### src/shared/mmt_pkg.sv
// Constants and bus carrier types for the multimode timer channels
//
// Overview of operation
// - Channels stay idle until their start bit is set
// - Live count read; reload coincident read gives ones
// - Counter written while stopped reads back written value
// - A event reads ones on underflow, zeros on overflow
// - One-shot stop: reload, output low, late request
// - One-shot output waits for count source tick
// - Entering one-shot from timer/event sets request
// - Trigger while counting reloads after one count; code reloads on the first tick at or after it, without a countdown
// - Entering PWM from timer/event sets request
// - PWM stop: high output drops and raises request
// - Measurement requests on edge and overflow
// - Overflow flag clears on mode write, next tick
// - First measured edge loads reload, no request
// - Counter undefined at measurement start
// - Width mode measures consecutive widths, no level
`default_nettype none
package mmt_pkg;
   localparam int NUM_A = 5;                  // A-type channels
   localparam int NUM_B = 6;                  // B-type channels
   localparam int NUM_CH = NUM_A + NUM_B;     // All channels
   localparam int CW = 16;                    // Counter width
   localparam int AW = 8;                     // Byte address width
   localparam int DW = 32;                    // Bus data width
   localparam int PSW = 5;                    // Prescaler width
   // Register byte offsets
   localparam logic [7:0] OFS_START = 8'h00;  // count_start_flags
   localparam logic [7:0] OFS_IRQ   = 8'h04;  // interrupt_request_flag, W1C
   localparam logic [7:0] OFS_TRIG  = 8'h08;  // oneshot_start_flags, W1 pulse
   localparam logic [7:0] OFS_UDF   = 8'h0C;  // updown_flags
   localparam logic [7:0] OFS_AMODE = 8'h10;  // a_channel_mode_reg array
   localparam logic [7:0] OFS_BMODE = 8'h30;  // b_channel_mode_reg array
   localparam logic [7:0] OFS_ACNT  = 8'h50;  // a_channel_counter array
   localparam logic [7:0] OFS_BCNT  = 8'h70;  // b_channel_counter array
   // Mode register fields
   localparam int MD_OP  = 0;                 // operation_mode_bit1:0
   localparam int MD_F0  = 2;                 // mode_function_bit0
   localparam int MD_OVF = 3;                 // overflow_flag
   localparam int MD_RSV = 4;                 // reserved_measure_bit
   localparam int MD_F1  = 5;                 // mode_function_bit1
   localparam int MD_SRC = 6;                 // count_source_sel1:0
   localparam logic [7:0] MODE_RST = 8'h00;   // Mode reset value
   // Operation modes
   localparam logic [1:0] OP_TIMER = 2'h0;
   localparam logic [1:0] OP_EVENT = 2'h1;
   localparam logic [1:0] OP_ONESHOT = 2'h2;  // A: one-shot, B: measure
   localparam logic [1:0] OP_PWM = 2'h3;
   // Count source selections
   localparam logic [1:0] SRC_MID = 2'h1;     // Divide by 8
   localparam logic [1:0] SRC_SLOW = 2'h2;    // Divide by 32
   localparam logic [1:0] SRC_EXT = 2'h3;     // Input pin rising edge
   localparam logic [CW-1:0] CNT_ONES = 16'hFFFF;
   localparam logic [CW-1:0] CNT_ZERO = 16'h0000;
   // Avalon-MM request from the master
   typedef struct packed {
      logic          read;
      logic          write;
      logic [AW-1:0] address;
      logic [DW-1:0] writedata;
   } mmt_bus_req_type;
endpackage : mmt_pkg
`default_nettype wire

### src/design/mmt_timer.sv
// Multimode timer channels with Avalon-MM register slave
`default_nettype none
module mmt_timer (
   input  wire logic                          ref_clk,
   input  wire logic                          srst,
   input  wire mmt_pkg::mmt_bus_req_type      bus_req,
   output logic [mmt_pkg::DW-1:0]             readdata,
   output logic                               waitrequest,
   input  wire logic [mmt_pkg::NUM_A-1:0]     a_channel_input_pin,
   input  wire logic [mmt_pkg::NUM_B-1:0]     b_channel_input_pin,
   output logic [mmt_pkg::NUM_A-1:0]          a_channel_output_pin,
   output logic [mmt_pkg::NUM_CH-1:0]         interrupt_request_flag
);
   localparam int NA = mmt_pkg::NUM_A;
   localparam int NB = mmt_pkg::NUM_B;
   localparam int CW = mmt_pkg::CW;

   // Address within an array of per-channel words
   function automatic logic in_arr(input logic [7:0] a, input logic [7:0] b, input int n);
      in_arr = (a >= b) && (int'(a) < int'(b) + 4 * n) && (a[1:0] == 2'h0);
   endfunction : in_arr

   // Channel index inside an array
   function automatic logic [3:0] arr_idx(input logic [7:0] a, input logic [7:0] b);
      logic [7:0] d;
      d = a - b;
      arr_idx = d[5:2];
   endfunction : arr_idx

   // Internal count source tick from selection
   function automatic logic src_tick(input logic [1:0] s, input logic [4:0] ps, input logic ext);
      case (s)
         mmt_pkg::SRC_MID:  src_tick = (ps[2:0] == 3'h0);
         mmt_pkg::SRC_SLOW: src_tick = (ps == 5'h00);
         mmt_pkg::SRC_EXT:  src_tick = ext;
         default:           src_tick = 1'b1;
      endcase
   endfunction : src_tick

   // Bus handshake
   logic          ack_r;                       // Answer cycle marker
   logic          take_w;                      // Write takes effect
   logic [7:0]    adr;                         // Request address
   logic [31:0]   wd;                          // Request write data
   logic [3:0]    wi;                          // Write channel index
   // Shared control
   logic [mmt_pkg::PSW-1:0] ps_r;              // Free prescaler
   logic [10:0]   run_r;                       // Start bits
   logic [10:0]   irq_r;                       // Request flags
   logic [10:0]   irq_set;                     // Request set events
   logic [4:0]    udf_r;                       // Up-count select
   logic [4:0]    sw_trg;                      // Software trigger pulses
   // A channels
   logic [CW-1:0] a_cnt_r [NA];                // Live counter
   logic [CW-1:0] a_rel_r [NA];                // Reload register
   logic [7:0]    a_mode_r [NA];               // Mode register
   logic [NA-1:0] a_in_r;                      // Input history
   logic [NA-1:0] a_busy_r;                    // One-shot pulse active
   logic [NA-1:0] a_pend_r;                    // Trigger awaits tick
   logic [NA-1:0] a_sirq_r;                    // Delayed stop request
   logic [NA-1:0] a_out_r;                     // Output pin
   logic [NA-1:0] a_edge, a_tick, a_unf, a_ovf, a_stop, a_trg, a_mwr, a_cwr;
   // B channels
   logic [CW-1:0] b_cnt_r [NB];
   logic [CW-1:0] b_rel_r [NB];
   logic [7:0]    b_mode_r [NB];
   logic [NB-1:0] b_in_r;
   logic [NB-1:0] b_ovf_r;                     // Overflow flag
   logic [NB-1:0] b_clr_r;                     // Overflow clear pending
   logic [NB-1:0] b_first_r;                   // First edge not yet seen
   logic [NB-1:0] b_rise, b_tick, b_unf, b_ovf, b_medge, b_mwr, b_cwr, b_start;
   // Read path
   logic [31:0]   rd_val;
   logic          rd_ones, rd_zeros;

   assign adr = bus_req.address;
   assign wd = bus_req.writedata;
   // Index taken from whichever per-channel array holds the address
   assign wi = in_arr(adr, mmt_pkg::OFS_BCNT, NB) ? arr_idx(adr, mmt_pkg::OFS_BCNT)
             : in_arr(adr, mmt_pkg::OFS_ACNT, NA) ? arr_idx(adr, mmt_pkg::OFS_ACNT)
             : in_arr(adr, mmt_pkg::OFS_BMODE, NB) ? arr_idx(adr, mmt_pkg::OFS_BMODE)
             : arr_idx(adr, mmt_pkg::OFS_AMODE);
   assign take_w = bus_req.write && ack_r;
   // One wait state on every access
   assign waitrequest = (bus_req.read || bus_req.write) && !ack_r;
   assign a_channel_output_pin = a_out_r;
   assign interrupt_request_flag = irq_r;

   // Answer marker toggles once per request
   always_ff @(posedge ref_clk) begin
      if (srst) begin
         ack_r <= 1'b0;
      end else begin
         ack_r <= (bus_req.read || bus_req.write) && !ack_r;
      end
   end

   // Read data captured in the wait cycle, stands at answer edge
   always_ff @(posedge ref_clk) begin
      if (srst) begin
         readdata <= 32'h0000_0000;
      end else if (bus_req.read && !ack_r) begin
         readdata <= rd_val;
      end
   end

   // Free running prescaler for internal count sources
   always_ff @(posedge ref_clk) begin
      if (srst) begin
         ps_r <= '0;
      end else begin
         ps_r <= ps_r + 5'h01;
      end
   end

   // Per-channel decode and event detection
   always_comb begin
      for (int i = 0; i < NA; i++) begin
         a_mwr[i] = take_w && in_arr(adr, mmt_pkg::OFS_AMODE, NA) && wi == 4'(i);
         a_cwr[i] = take_w && in_arr(adr, mmt_pkg::OFS_ACNT, NA) && wi == 4'(i);
         a_stop[i] = take_w && adr == mmt_pkg::OFS_START && run_r[i] && !wd[i];
         a_edge[i] = a_channel_input_pin[i] && !a_in_r[i];
         a_tick[i] = (a_mode_r[i][1:0] == mmt_pkg::OP_EVENT) ? a_edge[i]
                   : src_tick(a_mode_r[i][7:6], ps_r, a_edge[i]);
         a_trg[i] = sw_trg[i] || (a_mode_r[i][mmt_pkg::MD_F0] && a_edge[i]);
         // Underflow reload; idle one-shot does not count
         a_unf[i] = run_r[i] && a_tick[i] && a_cnt_r[i] == mmt_pkg::CNT_ZERO
                  && !(udf_r[i] && a_mode_r[i][1:0] == mmt_pkg::OP_EVENT)
                  && !(a_mode_r[i][1:0] == mmt_pkg::OP_ONESHOT && !a_busy_r[i]);
         a_ovf[i] = run_r[i] && a_tick[i] && a_cnt_r[i] == mmt_pkg::CNT_ONES
                  && udf_r[i] && a_mode_r[i][1:0] == mmt_pkg::OP_EVENT;
      end
      for (int j = 0; j < NB; j++) begin
         b_mwr[j] = take_w && in_arr(adr, mmt_pkg::OFS_BMODE, NB) && wi == 4'(j);
         b_cwr[j] = take_w && in_arr(adr, mmt_pkg::OFS_BCNT, NB) && wi == 4'(j);
         b_start[j] = take_w && adr == mmt_pkg::OFS_START && !run_r[NA+j] && wd[NA+j];
         b_rise[j] = b_channel_input_pin[j] && !b_in_r[j];
         b_tick[j] = (b_mode_r[j][1:0] == mmt_pkg::OP_EVENT) ? b_rise[j]
                   : src_tick(b_mode_r[j][7:6], ps_r, b_rise[j]);
         // Period: rising edges; width: every edge, level not kept
         b_medge[j] = run_r[NA+j] && b_mode_r[j][1:0] == mmt_pkg::OP_ONESHOT
                    && (b_mode_r[j][mmt_pkg::MD_F1] ? (b_channel_input_pin[j] != b_in_r[j]) : b_rise[j]);
         b_ovf[j] = run_r[NA+j] && b_tick[j] && b_mode_r[j][1:0] == mmt_pkg::OP_ONESHOT
                  && b_cnt_r[j] == mmt_pkg::CNT_ONES;
         b_unf[j] = run_r[NA+j] && b_tick[j] && b_mode_r[j][1:0] != mmt_pkg::OP_ONESHOT
                  && b_cnt_r[j] == mmt_pkg::CNT_ZERO;
      end
   end

   // Software trigger pulses
   assign sw_trg = (take_w && adr == mmt_pkg::OFS_TRIG) ? wd[4:0] : 5'h00;

   // Start bits and up-count selects
   always_ff @(posedge ref_clk) begin
      if (srst) begin
         run_r <= 11'h000;
         udf_r <= 5'h00;
      end else if (take_w && adr == mmt_pkg::OFS_START) begin
         run_r <= wd[10:0];
      end else if (take_w && adr == mmt_pkg::OFS_UDF) begin
         udf_r <= wd[4:0];
      end
   end

   // Request set events for every channel
   always_comb begin
      for (int i = 0; i < NA; i++) begin
         logic [1:0] op;
         op = a_mode_r[i][1:0];
         irq_set[i] = a_sirq_r[i];
         // Mode moves into one-shot or PWM from timer or event
         if (a_mwr[i] && !op[1] && wd[1]) begin
            irq_set[i] = 1'b1;
         end
         if (a_unf[i] || a_ovf[i]) begin
            irq_set[i] = irq_set[i] || op != mmt_pkg::OP_PWM || a_out_r[i];
         end
         if (a_stop[i] && op == mmt_pkg::OP_PWM && a_out_r[i]) begin
            irq_set[i] = 1'b1;
         end
      end
      for (int j = 0; j < NB; j++) begin
         irq_set[NA+j] = b_unf[j] || b_ovf[j] || (b_medge[j] && !b_first_r[j]);
      end
   end

   // Request flags: set wins over a write-one clear
   always_ff @(posedge ref_clk) begin
      if (srst) begin
         irq_r <= 11'h000;
      end else begin
         irq_r <= (irq_r & ~((take_w && adr == mmt_pkg::OFS_IRQ) ? wd[10:0] : 11'h000)) | irq_set;
      end
   end

   // A channels: timer, event, one-shot and PWM
   always_ff @(posedge ref_clk) begin
      if (srst) begin
         a_in_r <= '0;
         a_busy_r <= '0;
         a_pend_r <= '0;
         a_sirq_r <= '0;
         a_out_r <= '0;
         for (int i = 0; i < NA; i++) begin
            a_cnt_r[i] <= mmt_pkg::CNT_ZERO;
            a_rel_r[i] <= mmt_pkg::CNT_ZERO;
            a_mode_r[i] <= mmt_pkg::MODE_RST;
         end
      end else begin
         a_in_r <= a_channel_input_pin;
         for (int i = 0; i < NA; i++) begin
            a_sirq_r[i] <= a_stop[i] && a_mode_r[i][1:0] == mmt_pkg::OP_ONESHOT;
            if (a_mwr[i]) begin
               a_mode_r[i] <= wd[7:0];
            end
            if (a_cwr[i]) begin
               a_rel_r[i] <= wd[CW-1:0];
            end
            if (a_stop[i]) begin
               // Stop: one-shot reloads, output falls
               if (a_mode_r[i][1:0] == mmt_pkg::OP_ONESHOT) begin
                  a_cnt_r[i] <= a_rel_r[i];
               end
               a_out_r[i] <= 1'b0;
               a_busy_r[i] <= 1'b0;
               a_pend_r[i] <= 1'b0;
            end else if (!run_r[i]) begin
               if (a_cwr[i]) begin
                  a_cnt_r[i] <= wd[CW-1:0];
               end
            end else begin
               case (a_mode_r[i][1:0])
                  mmt_pkg::OP_ONESHOT: begin
                     if (a_tick[i] && (a_pend_r[i] || a_trg[i])) begin
                        // Trigger acts on the count source tick
                        a_busy_r[i] <= 1'b1;
                        a_out_r[i] <= 1'b1;
                        a_cnt_r[i] <= a_rel_r[i];
                        a_pend_r[i] <= 1'b0;
                     end else if (a_trg[i]) begin
                        a_pend_r[i] <= 1'b1;
                     end else if (a_unf[i]) begin
                        a_busy_r[i] <= 1'b0;
                        a_out_r[i] <= 1'b0;
                        a_cnt_r[i] <= a_rel_r[i];
                     end else if (a_tick[i] && a_busy_r[i]) begin
                        a_cnt_r[i] <= a_cnt_r[i] - 16'h0001;
                     end
                  end
                  mmt_pkg::OP_PWM: begin
                     if (a_unf[i]) begin
                        // High phase lasts reload, low the rest
                        a_out_r[i] <= !a_out_r[i];
                        a_cnt_r[i] <= a_out_r[i] ? mmt_pkg::CNT_ONES - a_rel_r[i] : a_rel_r[i];
                     end else if (a_tick[i]) begin
                        a_cnt_r[i] <= a_cnt_r[i] - 16'h0001;
                     end
                  end
                  default: begin
                     if (a_unf[i] || a_ovf[i]) begin
                        a_cnt_r[i] <= a_rel_r[i];
                     end else if (a_tick[i]) begin
                        a_cnt_r[i] <= udf_r[i] && a_mode_r[i][1:0] == mmt_pkg::OP_EVENT
                                    ? a_cnt_r[i] + 16'h0001 : a_cnt_r[i] - 16'h0001;
                     end
                  end
               endcase
            end
         end
      end
   end

   // B channels: timer, event and pulse measurement
   always_ff @(posedge ref_clk) begin
      if (srst) begin
         b_in_r <= '0;
         b_ovf_r <= '0;
         b_clr_r <= '0;
         b_first_r <= '0;
         for (int j = 0; j < NB; j++) begin
            b_cnt_r[j] <= mmt_pkg::CNT_ZERO;
            b_rel_r[j] <= mmt_pkg::CNT_ZERO;
            b_mode_r[j] <= mmt_pkg::MODE_RST;
         end
      end else begin
         b_in_r <= b_channel_input_pin;
         for (int j = 0; j < NB; j++) begin
            if (b_start[j]) begin
               b_first_r[j] <= 1'b1;
            end
            if (b_mwr[j]) begin
               b_mode_r[j] <= wd[7:0];
            end
            // Overflow flag: set wins, clear waits for a counted tick
            if (b_ovf[j]) begin
               b_ovf_r[j] <= 1'b1;
               b_clr_r[j] <= 1'b0;
            end else if (b_clr_r[j] && b_tick[j]) begin
               b_ovf_r[j] <= 1'b0;
               b_clr_r[j] <= 1'b0;
            end else if (b_mwr[j] && run_r[NA+j] && b_ovf_r[j]) begin
               b_clr_r[j] <= 1'b1;
            end
            if (b_cwr[j]) begin
               b_rel_r[j] <= wd[CW-1:0];
            end
            if (!run_r[NA+j]) begin
               if (b_cwr[j]) begin
                  b_cnt_r[j] <= wd[CW-1:0];
               end
            end else if (b_mode_r[j][1:0] == mmt_pkg::OP_ONESHOT) begin
               // Count held from before start is used as is
               if (b_medge[j]) begin
                  b_rel_r[j] <= b_cnt_r[j];
                  b_cnt_r[j] <= mmt_pkg::CNT_ZERO;
                  b_first_r[j] <= 1'b0;
               end else if (b_tick[j]) begin
                  b_cnt_r[j] <= b_cnt_r[j] + 16'h0001;
               end
            end else if (b_unf[j]) begin
               b_cnt_r[j] <= b_rel_r[j];
            end else if (b_tick[j]) begin
               b_cnt_r[j] <= b_cnt_r[j] - 16'h0001;
            end
         end
      end
   end

   // Read multiplexer with reload coincidence values
   always_comb begin
      rd_val = 32'h0000_0000;
      rd_ones = 1'b0;
      rd_zeros = 1'b0;
      if (adr == mmt_pkg::OFS_START) begin
         rd_val[10:0] = run_r;
      end else if (adr == mmt_pkg::OFS_IRQ) begin
         rd_val[10:0] = irq_r;
      end else if (adr == mmt_pkg::OFS_UDF) begin
         rd_val[4:0] = udf_r;
      end
      for (int i = 0; i < NA; i++) begin
         if (wi == 4'(i) && in_arr(adr, mmt_pkg::OFS_AMODE, NA)) begin
            rd_val[7:0] = a_mode_r[i];
         end
         if (wi == 4'(i) && in_arr(adr, mmt_pkg::OFS_ACNT, NA)) begin
            rd_ones = a_unf[i];
            rd_zeros = a_ovf[i];
            rd_val[CW-1:0] = rd_ones ? mmt_pkg::CNT_ONES : rd_zeros ? mmt_pkg::CNT_ZERO : a_cnt_r[i];
         end
      end
      for (int j = 0; j < NB; j++) begin
         if (wi == 4'(j) && in_arr(adr, mmt_pkg::OFS_BMODE, NB)) begin
            rd_val[7:0] = b_mode_r[j];
            rd_val[mmt_pkg::MD_OVF] = b_ovf_r[j];
         end
         if (wi == 4'(j) && in_arr(adr, mmt_pkg::OFS_BCNT, NB)) begin
            rd_ones = b_unf[j];
            rd_val[CW-1:0] = rd_ones ? mmt_pkg::CNT_ONES : b_cnt_r[j];
         end
      end
   end

   // Checks on the bus answer, counter reads and channels A0 and B0
   property p_bus_answer;
      @(posedge ref_clk) disable iff (srst) (bus_req.read || bus_req.write) |-> ##[0:1] !waitrequest;
   endproperty
   a_bus_answer: assert property (p_bus_answer) else $error("Bus answer late");
   property p_idle;
      @(posedge ref_clk) disable iff (srst) !run_r[0] && !a_cwr[0] |=> $stable(a_cnt_r[0]);
   endproperty
   a_idle: assert property (p_idle) else $error("Stopped counter moved");
   property p_rd_ones;
      @(posedge ref_clk) disable iff (srst) bus_req.read && !ack_r && rd_ones |=> readdata == 32'h0000_FFFF;
   endproperty
   a_rd_ones: assert property (p_rd_ones) else $error("Reload read not ones");
   property p_rd_zeros;
      @(posedge ref_clk) disable iff (srst) bus_req.read && !ack_r && rd_zeros |=> readdata == 32'h0000_0000;
   endproperty
   a_rd_zeros: assert property (p_rd_zeros) else $error("Overflow read not zero");
   property p_wr_stopped;
      @(posedge ref_clk) disable iff (srst) a_cwr[0] && !run_r[0] |=> a_cnt_r[0] == $past(wd[15:0]);
   endproperty
   a_wr_stopped: assert property (p_wr_stopped) else $error("Written count lost");
   property p_os_stop;
      @(posedge ref_clk) disable iff (srst)
         a_stop[0] && a_mode_r[0][1:0] == mmt_pkg::OP_ONESHOT |=> !a_out_r[0] ##1 irq_r[0];
   endproperty
   a_os_stop: assert property (p_os_stop) else $error("One-shot stop wrong");
   property p_mode_irq;
      @(posedge ref_clk) disable iff (srst) a_mwr[0] && !a_mode_r[0][1] && wd[1] |=> irq_r[0];
   endproperty
   a_mode_irq: assert property (p_mode_irq) else $error("Mode entry no request");
   property p_retrig;
      @(posedge ref_clk) disable iff (srst)
         run_r[0] && !a_stop[0] && a_mode_r[0][1:0] == mmt_pkg::OP_ONESHOT && a_tick[0]
         && (a_pend_r[0] || a_trg[0])
         |=> a_cnt_r[0] == $past(a_rel_r[0]) && a_out_r[0];
   endproperty
   a_retrig: assert property (p_retrig) else $error("Retrigger no reload");
   property p_pwm_stop;
      @(posedge ref_clk) disable iff (srst)
         a_stop[0] && a_mode_r[0][1:0] == mmt_pkg::OP_PWM && a_out_r[0] |=> !a_out_r[0] && irq_r[0];
   endproperty
   a_pwm_stop: assert property (p_pwm_stop) else $error("PWM stop wrong");
   property p_b_ovf;
      @(posedge ref_clk) disable iff (srst) b_ovf[0] |=> b_ovf_r[0] && irq_r[NA];
   endproperty
   a_b_ovf: assert property (p_b_ovf) else $error("Overflow not flagged");
   property p_b_clr;
      @(posedge ref_clk) disable iff (srst) b_clr_r[0] && b_tick[0] && !b_ovf[0] |=> !b_ovf_r[0];
   endproperty
   a_b_clr: assert property (p_b_clr) else $error("Overflow not cleared");
   property p_b_first;
      @(posedge ref_clk) disable iff (srst)
         b_medge[0] && b_first_r[0] && !b_ovf[0] && !irq_r[NA] |=> !irq_r[NA];
   endproperty
   a_b_first: assert property (p_b_first) else $error("First edge raised request");
   c_os_fire: cover property (@(posedge ref_clk) disable iff (srst) a_out_r[0] ##1 !a_out_r[0]);
   c_b_edge: cover property (@(posedge ref_clk) disable iff (srst) b_medge[0] && !b_first_r[0]);
   c_b_ovf: cover property (@(posedge ref_clk) disable iff (srst) b_ovf[0]);
endmodule : mmt_timer
`default_nettype wire

### config.mk
export PLATFORM = sky130hd
export DESIGN_NAME = mmt_timer
export DESIGN_NICKNAME = d
export VERILOG_FILES = /design/src/shared/mmt_pkg.sv /design/src/design/mmt_timer.sv
export SDC_FILE = /design/constraint.sdc
export NUM_CORES = 2
export LEC_CHECK = 0
export BUFFER_PORTS_ARGS = -buffer_cell sky130_fd_sc_hd__buf_2
export CORE_ASPECT_RATIO = 0.9
export CORE_MARGIN = 2
export CORE_UTILIZATION = 25
export CTS_CLUSTER_SIZE = 20
export DETAILED_ROUTE_END_ITERATION = 10
export PLACE_DENSITY = 0.42
export SLEW_MARGIN = 25
export SYNTH_ARGS = -nofsm -noshare
export SYNTH_HDL_FRONTEND = slang
export SYNTH_SLANG_ARGS = --single-unit
### constraint.sdc
create_clock -name ref_clk -period 6.79 [get_ports ref_clk]
set_clock_uncertainty 0.1 [all_clocks]
set_input_delay 1.358 -clock ref_clk [delete_from_list [all_inputs] [get_ports ref_clk]]
set_output_delay 1.358 -clock ref_clk [all_outputs]
set_load 0.05 [all_outputs]
Yosys cells after proc, flatten, opt, wreduce, memory -nomap -nowiden --
Memory sizes are Yosys's and may differ from the RTL's. Index checks and enable logic that the tools add are counted.
Storage, ports and cells: memories 6, input port bits 55, word-level logic and storage cells 1475, RAM bits 440, ROM bits 0, flip-flop bits (word level) 98, output and inout port bits 49, bits in latches 0
Memory list:
- b_cnt_r | words 6, bits a word 16, rd ports 6, clocked after Yosys merged registers in 0, wr ports 6, RTL line mmt_timer.sv:64 | logic [CW-1:0] b_cnt_r [NB];
- b_rel_r | words 6, bits a word 16, rd ports 6, clocked after Yosys merged registers in 0, wr ports 6, RTL line mmt_timer.sv:65 | logic [CW-1:0] b_rel_r [NB];
- a_cnt_r | words 5, bits a word 16, rd ports 5, clocked after Yosys merged registers in 0, wr ports 5, RTL line mmt_timer.sv:54 | logic [CW-1:0] a_cnt_r [NA];
- a_rel_r | words 5, bits a word 16, rd ports 5, clocked after Yosys merged registers in 0, wr ports 5, RTL line mmt_timer.sv:55 | logic [CW-1:0] a_rel_r [NA];
- b_mode_r | words 6, bits a word 8, rd ports 6, clocked after Yosys merged registers in 0, wr ports 6, RTL line mmt_timer.sv:66 | logic [7:0] b_mode_r [NB];
- a_mode_r | words 5, bits a word 8, rd ports 5, clocked after Yosys merged registers in 0, wr ports 5, RTL line mmt_timer.sv:56 | logic [7:0] a_mode_r [NA];
Operators by class: bitwise logic cells 107, reductions and logical operators 408, add/subtract/negate cells 32, divide/modulo/power cells 0, muxes and demuxes 761, shift-type cells 0, eq/ne operators 116, order comparisons 8, multipliers 0
Operators with widths (count):
- 16-bit two-way mux | 129
- 1-bit two-way mux | 585
- 1-bit logical AND | 247
- 16-bit by 1-bit adder with 16-bit output, second input constant | 11
- 16-bit equality test, second input constant | 11
- 16-bit logical NOT | 11
- 8-bit two-way mux | 22
- 16-bit by 1-bit subtractor with 16-bit output, second input constant | 11
- 1-bit bitwise OR | 103
- 16-bit subtractor, first input constant | 5
- 2-bit equality test, second input constant | 38
- 1-bit logical NOT | 54
- 2-bit by 1-bit equality test with 1-bit output, second input constant | 22
- 2-bit nonzero test | 21
- 1-bit logical OR | 38
- 1-bit case mux with 3 select lines | 11
- 2-bit != test, second input constant | 16
- 3-bit by 2-bit != test with 1-bit output, second input constant | 10
- 5-bit AND reduction | 5
- 11-bit two-way mux | 2
- 4-bit AND reduction | 5
- 2-bit OR reduction | 10
- 3-bit OR reduction | 6
- 8-bit by 4-bit equality test with 1-bit output, second input constant | 2
- other kinds (30) | 57

Longest topological paths before layout --
depth in word-level cells 31, mapped depth 14, mapped depth without buffers 11

Least setup slack after synthesis --
No wires, ideal clock.
path kind input port to flip-flop, start input bus_req[33] in the netlist's numbering, end memory b_cnt_r[5][0] (enable), arrival 4.632 ns, path buffers 0, slack 1.611 ns, data required time 6.243 ns, stages 5, setup time 0.447 ns, cell sequence or4b_2 > o22a_1 > nor3_1 > nand2_1 > o311ai_0
RTL lines:
- from (decl) | RTL line mmt_timer.sv:6 | input wire mmt_pkg::mmt_bus_req_type bus_req,
- to (decl) | RTL line mmt_timer.sv:64

==> summary.txt <==
Synth
  • Distinct cells, synth: 92
  • Post-synth top flop: edfxtp_1
  • #FFs+latches synth: 532
  • Post-synth EDFFs: around 430
  • Synth area leader: edfxtp_1
  • Post-Synthesis Cells: 4456
  • Synth Area in Compound Gates: 0.235
  • Top-area cell type share of the netlist area: 0.344
  • Synth top area cells: edfxtp_1, dfxtp_1, nand2_1
  • Proportion of synthesized area in mux cells: 0.0127
  • Sequential fraction of the synthesis area: 0.395
  • Main combinational cell family by area after synthesis: compound AO/OA/AOI/OAI gates
  • XOR/XNOR share of the synthesized area: 0.0677
  • Yosys warns: 0
  • Adder-Cell Fraction of Synth Area: 0.0116
  • Async set-reset flop share out of synthesis: 0
  • Simple-gate share of the synthesized area: 0.225
  • Synthesized cell area: 0.0379 mm²
  • Mean post-synth cell area: 8.51 µm²

Setup path
  • Arr. time, crit path: 5.55 ns
  • R2R Path End: readdata[7]
  • Reg2reg start: a_mode_r[0][24]
  • CP endpoint kind: register
  • CP Launch Type: register
  • Crit path kind: register to register
  • Crit path from: a_mode_r[0][24]
  • Setup crit end: readdata[7]
  • CP Data Required Time: 7.27 ns
  • Crit path max fanout: 16
  • Reg2reg setup slack: 1.71 ns
  • Worst r2r path cells: 10

STA
  • Min cycle time layout: roughly 5.1 ns
  • Final Setup Violations: 0
  • Fin crit share: 0.748
  • Tightest Pin Transition: 1.12 ns
  • Unrepaired setup endpoints after global routing: no
  • Final Hold Fails: 0
  • Slew Limit Headroom: 0.253
  • TNS Setup: 0 ns
  • Fmax: between 150 and 200 MHz
  • Max Slew Vio Count: 0
  • Hold_ws: 0.364 ns

Routing
  • DRC Markers: 0
  • Vias per cell: between 5 and 6
  • Antenna Nets Post-Route: 0
  • Initial DRC Count: between 4000 and 5000
  • Drt first pass iters: 6
  • Via count: 37400
  • Drt total wl: 189000 µm
  • DR WL/cell: 29.3 µm

Job
  • Max-cap violations: 0

Global routing
  • Initial antenna violation count: 23
  • First-pass GRT wire length: 268000 µm
  • Remaining Overflow, GRT: 0
  • Vias in the first global route: 34600
  • All-Layer GR Usage: 0.235
  • Largest net degree at the start of global routing: 40

CTS
  • Buffers from clock root to sink, at most: 3
  • Worst-skew pair later-pin latency: 0.70 ns
  • TritonCTS clock tree: built
  • Total CTS buffers: 75
  • Post-CTS Resized: 0
  • # H-tree levels: 3
  • Clock tree sinks: 532
  • Setup repair bufs after CTS: 0
  • CTS root buffer: clkbuf_16
  • Post-CTS Hold Buffers: 0
  • Clock-pin slew on the worst setup and hold paths: 0.06 ns

Final layout
  • Share of layout cells above drive strength 1: 0.100
  • Design Area, Final: 0.0433 mm²
  • Fill cell count: roughly 16000
  • Commonest non-fill, non-tap cell in the layout: edfxtp_1
  • Synthesis-to-layout area growth: 14.2%
  • Util after Layout: 0.288
  • Fin nets: roughly 4500
  • Most frequent cells in the layout: edfxtp_1, nand2_1, nor2_1, a21oi_1, o21ai_0

Power
  • Total power: slightly below 9000 µW
  • PwrDens: 201 mW/mm²
  • Leakage: 0.0148 µW
  • Peak supply drop: roughly 0.18 mV

Floorplanning
  • Die X: approximately 410 µm
  • IO Pins: 104
  • Rows: between 100 and 150
  • Die Footprint: 0.155 mm²
  • Die Ht: 373 µm
  • CORE AREA: 0.151 mm²
  • Starting Density: 0.252

Place
  • Placed Instance Area: 0.0407 mm²
  • IO buf count: 71
  • Detailed placer's ending HPWL: 136000 µm
  • GPL Wtd Cong: 1.02

Run status
  • Status: complete, no violations

Hold path
  • Hold WC Path Type: register to register
-- through the flow --
stage	cells	setup slack, ns
5_1_grt	6438	1.56
2_1_floorplan	4471	1.61
3_5_place_dp	6295	1.16
6_report	6438	1.71
4_1_cts	6435	1.55
3_3_place_gp	6295	1.14
-- metal layers --
layer	up-vias	GRT usage	wire, µm
met5	-	0	41
met1	18700	0.340	86100
met2	1722	0.349	80300
met4	8	0.0892	7910
met3	346	0.0374	14600
li1	16600	-	-
-- synth_stat cells, drive strengths merged, types with 13 or more instances --
| cell type | instances |
|---|---|
| edfxtp | 434 |
| nand2 | 426 |
| nor2 | 384 |
| clkbuf | 367 |
| o21ai | 305 |
| a21oi | 297 |
| nor3 | 174 |
| xnor2 | 148 |
| xor2 | 145 |
| nand3 | 141 |
| dfxtp | 98 |
| a211oi | 97 |
| inv | 86 |
| a22o | 84 |
| o22ai | 77 |
| and3 | 73 |
| nor4 | 71 |
| and2 | 63 |
| nand4 | 61 |
| o211ai | 59 |
| buf | 56 |
| a31oi | 52 |
| or3 | 52 |
| nand2b | 49 |
| mux2i | 46 |
| a221oi | 45 |
| o221ai | 44 |
| nor2b | 41 |
| or4 | 37 |
| ha | 35 |
| o31ai | 32 |
| a22oi | 30 |
| o21a | 23 |
| or2 | 23 |
| a311oi | 20 |
| nor4b | 19 |
| a221o | 18 |
| nor3b | 18 |
| and4 | 15 |
| or4b | 15 |
| a2111oi | 13 |
| nand3b | 13 |
| o311ai | 13 |
-- how the worst min path moves through the flow --
stage	startpoint	to	slack [ns]	depth (start not counted)
6_report	b_first_r[4]	b_first_r[4]	0.36	1
5_1_grt	b_first_r[4]	b_first_r[4]	0.38	1
4_1_cts	ps_r[0]	ps_r[0]	0.37	1
3_5_place_dp	ps_r[0]	ps_r[0]	0.35	1
3_3_place_gp	b_first_r[5]	b_first_r[5]	0.35	1
2_1_floorplan	a_pend_r[0]	a_pend_r[0]	0.33	2
-- critical path: stages (launching register included) --
cell      delay, ns
edfxtp_1       0.72
and3b_1        0.57
and4_1         0.36
nor4b_1        0.78
nand2_1        0.53
nand2_1        0.42
a31oi_1        0.25
a2111o_1       0.46
a211oi_1       0.44
buf_4          0.22
o22ai_1        0.07
-- registers in the layout (all words and copies together) (netlist names), 6 cells and up --
name                    cells
b_cnt_r                    96
a_rel_r                    80
run_r                      11
a_mode_r                   40
b_first_r                   6
b_rel_r                    96
b_mode_r                   42
readdata                   16
interrupt_request_flag     11
b_clr_r                     6
b_ovf_r                     6
a_cnt_r                    80
b_in_r                      6
-- area by class of cell --
| cell class | count | area [µm²] | share of cell area |
|---|---|---|---|
| well taps | 1986 | 2480 | 0.0574 |
| inverters | 86 | 323 | 0.00746 |
| multi-input cells | 3430 | 21100 | 0.488 |
| repair buffers | 261 | 1820 | 0.0421 |
| flip-flops and latches | 532 | 15000 | 0.346 |
| clock inverters | 41 | 432 | 0.00997 |
| clock buffers | 99 | 2090 | 0.0483 |
| diodes | 3 | 7.51 | 0.000173 |
-- where the power goes --
part,internal [µW],switching [µW],leakage (µW)
registers,3620,171,0.00528
clock network,2470,1700,0.00124
logic,217,538,0.00827
-- kinds of logic (layout without fill, tap and decap cells) --
family                     count (synthesis)  in the layout
DFF                                      532            532
adders and majority gates                 35             35
AOI/OAI and AO/OA                       1342           1342
muxes                                     48             48
xor gates and xnor gates                 293            293
and+or+nand+nor                         1696           1696
buffers and inverters                    509            487
other                                      1             19
Power figures use the tool's default switching activity.
